$ cat config.mk
export PLATFORM = sky130hd
export DESIGN_NAME = lfd_discriminator
export DESIGN_NICKNAME = d
export VERILOG_FILES = /design/src/shared/lfd_pkg.sv /design/src/hw/lfd_discriminator.sv
export SDC_FILE = /design/constraint.sdc
export NUM_CORES = 1
export LEC_CHECK = 0
export ABC_AREA = 1
export BUFFER_PORTS_ARGS = -buffer_cell sky130_fd_sc_hd__buf_2
export CAP_MARGIN = 20
export CORE_MARGIN = 2
export CORE_UTILIZATION = 40
export CTS_CLUSTER_SIZE = 24
export DETAILED_ROUTE_END_ITERATION = 10
export SLEW_MARGIN = 40
export SYNTH_ARGS = -nofsm -noshare
export SYNTH_HDL_FRONTEND = slang
export SYNTH_SLANG_ARGS = --single-unit
$ cat constraint.sdc
create_clock -name core_clk_i -period 4.3 [get_ports core_clk_i]
set_clock_uncertainty 0.1 [all_clocks]
set_input_delay 0.645 -clock core_clk_i [delete_from_list [all_inputs] [get_ports core_clk_i]]
set_output_delay 0.645 -clock core_clk_i [all_outputs]
set_load 0.1 [all_outputs]
$ cat src/shared/lfd_pkg.sv
/*
  constants, state codes and threshold math for the line frequency discriminator.
  assumes a 100 MHz core clock and a 25 MHz peripheral clock reference.
*/
package lfd_pkg;

  // clock figures
  localparam int unsigned CLK_HZ   = 100_000_000;
  localparam int unsigned PCLK_HZ  = 25_000_000;
  localparam int unsigned PCLK_DIV = 32;
  localparam int unsigned CLK_NS   = 1_000_000_000 / CLK_HZ;
  // one interval tick in ns (32 peripheral clocks) and in core cycles
  localparam int unsigned TICK_NS  = 1_000_000_000 / PCLK_HZ * PCLK_DIV;
  localparam int unsigned TICK_CYC = TICK_NS / CLK_NS;

  // interval counter width and its ceiling
  localparam int unsigned CNT_W   = 16;
  localparam logic [15:0] CNT_MAX = 16'hFFFF;

  // ticks per period minus one, rounded to nearest
  function automatic logic [15:0] lfd_thr(input int unsigned hz);
    int unsigned twice;
    twice = (2 * PCLK_HZ) / (hz * PCLK_DIV);
    return 16'((twice + 1) / 2 - 1);
  endfunction

  // boundaries: 17360, 14204, 12018 ticks
  localparam logic [15:0] THR_45 = lfd_thr(45);
  localparam logic [15:0] THR_55 = lfd_thr(55);
  localparam logic [15:0] THR_65 = lfd_thr(65);

  // classification codes
  localparam logic [1:0] RESULT_ERROR_CODE = 2'h0;
  localparam logic [1:0] RESULT_FIFTY_CODE = 2'h1;
  localparam logic [1:0] RESULT_SIXTY_CODE = 2'h2;

  // equal classifications needed before a result is declared
  localparam logic [2:0] MATCH_NEED = 3'h5;

  // sequencing states
  typedef enum logic [2:0] {
    LFD_ARM  = 3'b001,
    LFD_RUN  = 3'b010,
    LFD_EVAL = 3'b100
  } lfd_state_t;

endpackage

$ cat src/hw/lfd_discriminator.sv
/*
  line frequency discriminator: times rising edge to rising edge of the squared
  mains input, classifies each period as 50 Hz, 60 Hz or abnormal, and declares
  a result after five equal classifications in a row.
  assumes line_input_pin_i is asynchronous and a single 100 MHz core clock.
*/
`timescale 1ns/1ns
module lfd_discriminator #(
  parameter int unsigned TICK_CYC = lfd_pkg::TICK_CYC  // core cycles per interval tick
) (
  input  wire  logic                      core_clk_i,       // core clock, 100 MHz
  input  wire  logic                      rst_i,            // async reset, active high
  input  wire  logic                      line_input_pin_i, // squared mains waveform
  output logic                            edge_o,           // pulse: rising edge taken
  output logic [lfd_pkg::CNT_W-1:0]       period_o,         // last captured count
  output logic [1:0]                      class_o,          // last classification
  output logic                            class_stb_o,      // pulse: class_o updated
  output logic [2:0]                      match_o,          // equal classifications in a row
  output logic [1:0]                      result_o,         // declared result code
  output logic                            locked_o          // result_o is declared
);
  import lfd_pkg::*;

  localparam int unsigned PRE_W = (TICK_CYC > 1) ? $clog2(TICK_CYC) : 1;
  localparam logic [PRE_W-1:0] PRE_LAST = PRE_W'(TICK_CYC - 1);

  typedef struct packed {
    lfd_state_t       st;
    logic [2:0]       sync;
    logic             lvl;
    logic [PRE_W-1:0] pre;
    logic [CNT_W-1:0] cnt;
    logic             edge_p;
    logic [CNT_W-1:0] period;
    logic [1:0]       cls;
    logic             cls_stb;
    logic [2:0]       match;
    logic [1:0]       result;
    logic             locked;
  } lfd_regs_t;

  localparam lfd_regs_t REGS_RST = '{
    st:      LFD_ARM,
    sync:    3'h0,
    lvl:     1'b0,
    pre:     '0,
    cnt:     16'h0000,
    edge_p:  1'b0,
    period:  16'h0000,
    cls:     RESULT_ERROR_CODE,
    cls_stb: 1'b0,
    match:   3'h0,
    result:  RESULT_ERROR_CODE,
    locked:  1'b0
  };

  lfd_regs_t r;
  lfd_regs_t next_r;
  logic      agree;
  logic      rise;
  logic      tick;
  logic [1:0] next_cls;

  // period classification against the boundaries
  always_comb begin
    if (r.period > THR_55 && r.period <= THR_45) begin
      next_cls = RESULT_FIFTY_CODE;
    end else if (r.period > THR_65 && r.period <= THR_55) begin
      next_cls = RESULT_SIXTY_CODE;
    end else begin
      next_cls = RESULT_ERROR_CODE;
    end
  end

  // edge qualification and tick generation
  always_comb begin
    agree = (r.sync[1] == r.sync[2]);
    rise  = agree && r.sync[2] && !r.lvl;
    tick  = (r.pre == PRE_LAST);
  end

  // next-state logic
  always_comb begin
    next_r         = r;
    next_r.sync    = {r.sync[1:0], line_input_pin_i};
    next_r.edge_p  = 1'b0;
    next_r.cls_stb = 1'b0;
    if (agree) begin
      next_r.lvl = r.sync[2];
    end
    // free-running interval counter, saturates on very long periods
    if (tick) begin
      next_r.pre = '0;
      if (r.cnt != CNT_MAX) begin
        next_r.cnt = r.cnt + 16'h0001;
      end
    end else begin
      next_r.pre = r.pre + PRE_W'(1);
    end
    unique case (r.st)
      LFD_ARM: begin
        // first edge only opens the first interval
        if (rise) begin
          next_r.pre = '0;
          next_r.cnt = 16'h0000;
          next_r.st  = LFD_RUN;
        end
      end
      LFD_RUN: begin
        if (rise) begin
          next_r.period = r.cnt;
          next_r.pre    = '0;
          next_r.cnt    = 16'h0000;
          next_r.edge_p = 1'b1;
          next_r.st     = LFD_EVAL;
        end
      end
      LFD_EVAL: begin
        next_r.cls     = next_cls;
        next_r.cls_stb = 1'b1;
        next_r.st      = LFD_RUN;
        if (next_cls == RESULT_ERROR_CODE) begin
          // abnormal period: drop any result and start over
          next_r.match  = 3'h0;
          next_r.locked = 1'b0;
          next_r.result = RESULT_ERROR_CODE;
        end else if (r.match == 3'h0 || next_cls != r.cls) begin
          next_r.match  = 3'h1;
          next_r.locked = 1'b0;
          next_r.result = RESULT_ERROR_CODE;
        end else if (r.match < MATCH_NEED) begin
          next_r.match = r.match + 3'h1;
          if (r.match + 3'h1 == MATCH_NEED) begin
            next_r.locked = 1'b1;
            next_r.result = next_cls;
          end
        end
        // a rise here is at least one period away, so none is missed
      end
    endcase
  end

  // state register
  always_ff @(posedge core_clk_i or posedge rst_i) begin
    if (rst_i) begin
      r <= REGS_RST;
    end else begin
      r <= next_r;
    end
  end

  // outputs straight from flops
  assign edge_o      = r.edge_p;
  assign period_o    = r.period;
  assign class_o     = r.cls;
  assign class_stb_o = r.cls_stb;
  assign match_o     = r.match;
  assign result_o    = r.result;
  assign locked_o    = r.locked;

endmodule

==> flow_summary.ini <==
[route]
wl_per_cell_um = 11.7
ant_nets = 0
finalWirelength_um = 5910
drt_iter0_markers = 89
vias_per_cell = 4.68
firstDrtPassIters = 4
drc = 0
vias = 2353

[clocking]
cts_setup_buffers = 0
clockBufferDepth = 2
ctsHoldBuffers = 0
tritoncts = built
clk_pin_slew_worst_paths_ns = 0.10
ctsResizeCount = 0
cts.sinks = 56
clock_latency_ns = 0.31
cts-buffers-inserted = 5
root_buffer = clkbuf_8
htreeDepth = 2

[yosys]
synthFlopType = dfrtp_1
ys_ff_latch = 56
avgSynthCellArea_um2 = 7.84
yosysWarnings = 0
ys_top_cells_by_area = dfrtp_1 (45%), nand2_1 (10%), inv_1 (6.5%)
synth_cells = 393
synthArstFlopShare_pct = 100
syn-cell-area_um2 = 3080
yosysTopAreaCell = dfrtp_1
synth_top_area_share_pct = 44.7
synth_edf_count = 0
ys_seq_area_share_pct = 45.5
synthesis.nets = 402
synth_common_cells = nand2_1 (82), dfrtp_1 (55), inv_1 (53)
synth_most_common_cell = nand2_1
synth.distinct_cells = 32

[final_layout]
area_growth_pct = 7.31
final_util_pct = 44.9
antenna-diode-count = 0
n_fill_cell = 769
post_route_cells_drive_above_1_share_pct = 16.1
nets = 413

[hold_path]
hold_class = register to register
hold_depth = 0
min_from = next_r[51]
whs_endpoint = next_r[52]

[placed_design]
dp_hpwl_um = 4510
gp_congestion = 0.853
place_ws_ns = 2.31
io_buffers = 28

[sta]
hold_viol_final = 0
min_period_ns = 2.03
fin_tns_setup_ns = 0
worstMarginPinSlew_ns = 0.655
max_slew_margin_pct = 56.3
finalWorstSetupSlack_ns = 2.27
setup_viol = 0
finalCritPeriodShare_pct = 47.3
slew_viol_final = 0
rsz0062_at_grt = no
fmax_mhz = 491

[setup_path]
r2r_cells = 12
crit_chain = buf_2
worstSetupPathType = register to output port
cp_max_fo = 6
slowest_stage = dfrtp_1
regToRegSetupSlack_ns = 2.31
cp_top_family = flip-flops
timing.rr.end = match_o[1]
required_ns = 3.56
crit_buf_inv = 1
end_kind = output port
crit_arrival_ns = 1.29
rr_startpoint = period_o[0]
slowest_delay_ns = 0.50
startpoint_type = register

[die]
boundaryPins = 29
initial_utilization_pct = 41.8
die_w_um = 91.8
die_area_um2 = 8420
die_h_um = 91.8
fp.coreArea_um2 = 7370
num_rows = 31

[power]
total_power_w = 0.00105
worst_ir_drop_vdd_mv = 0.132
leakagePower_nw = 1.58
power.density_nw_per_um2 = 319

[outcome]
outcome = completed

[global_routing]
grt_usage_pct = 15.2
grt_pass1_vias = 2209
overflow = 0
grt_pass1_wl_um = 10300
antenna_found_initial = 0
grt_max_degree = 39

[run]
maxCapViolCount = 0
[power breakdown]
| part | leakage (nW) | internal, W | switching [W] | total (W) |
|---|---|---|---|---|
| Combinational | 0.762 | 0.0000332 | 0.0000555 | 0.0000887 |
| Clock | 0.0642 | 0.000229 | 0.000164 | 0.000394 |
| Sequential | 0.756 | 0.000555 | 0.0000175 | 0.000572 |
| Total | 1.58 | 0.000817 | 0.000237 | 0.00105 |
[final cells by class]
cell class	count	area, um2	area share (%)
timing repair buffer	30	155	4.69
clock buffer	5	68.8	2.08
tap	99	124	3.75
sequential	56	1400	42.4
multi-input combinational	252	1270	38.5
inverter	59	224	6.78
clock inverter	2	60.1	1.82
[per-stage QoR]
stage	hold slack (ns)	cells	area, um2
final	0.255	503	3310
after global routing	0.266	503	3310
after CTS	0.259	503	3300
after detailed placement	0.237	496	3180
after global placement	0.235	496	3180
after floorplan	0.231	393	3080
[logic make-up (layout without fill, tap and decap cells)]
family          after synthesis  in the layout  synth area share [%]
compound gates               53             53                  8.77
xor+xnor                      6              6                  1.71
fa+ha+maj                     6              6                  2.44
buf+inv                      85             96                  13.2
flops                        56             56                  45.5
mux                           1              1                 0.366
simple gates                186            186                  28.0
[how the worst max path moves through the flow]
stage / start / endpoint / depth (start not counted)
after floorplan: rst_i / class_o[0] / 1
after global placement: period_o[15] / locked_o / 14
after detailed placement: r[42] / r[30] / 10
after CTS: period_o[10] / period_o[10] / 1
after global routing: r[42] / r[30] / 10
final: period_o[10] / period_o[10] / 1
[layer usage]
layer / vias to the layer above / GRT usage [%] / part of all wire [%] / wire length, um
li1: 1233 / - / - / -
met1: 1087 / 21.5 / 50 / 2940
met5: - / 0 / 0 / 0
met4: 0 / 5.35 / 1.3 / 76
met3: 6 / 2.88 / 2.7 / 158
met2: 27 / 23.3 / 46 / 2730
[registers in the layout, summed over array words and instances, names as in the netlist]
name,flops
period_o,16
r,28
locked_o,1
edge_o,1
class_o,2
match_o,3
class_stb_o,1
next_r,2
result_o,2
[cells in the final DEF, fill, tap and decap left out, types with 4 or more instances in the layout]
cell type and n:
nand2_1 82, xor2_1 4, nand2_2 12, buf_2 28, nor3_1 11, dfrtp_1 55, nand4_1 4, o21ai_0 31
ha_1 6, a21oi_1 17, nand3_1 22, inv_1 52, clkbuf_8 5, nor2_1 43
Note: power is estimated with default switching activity, not from simulation.
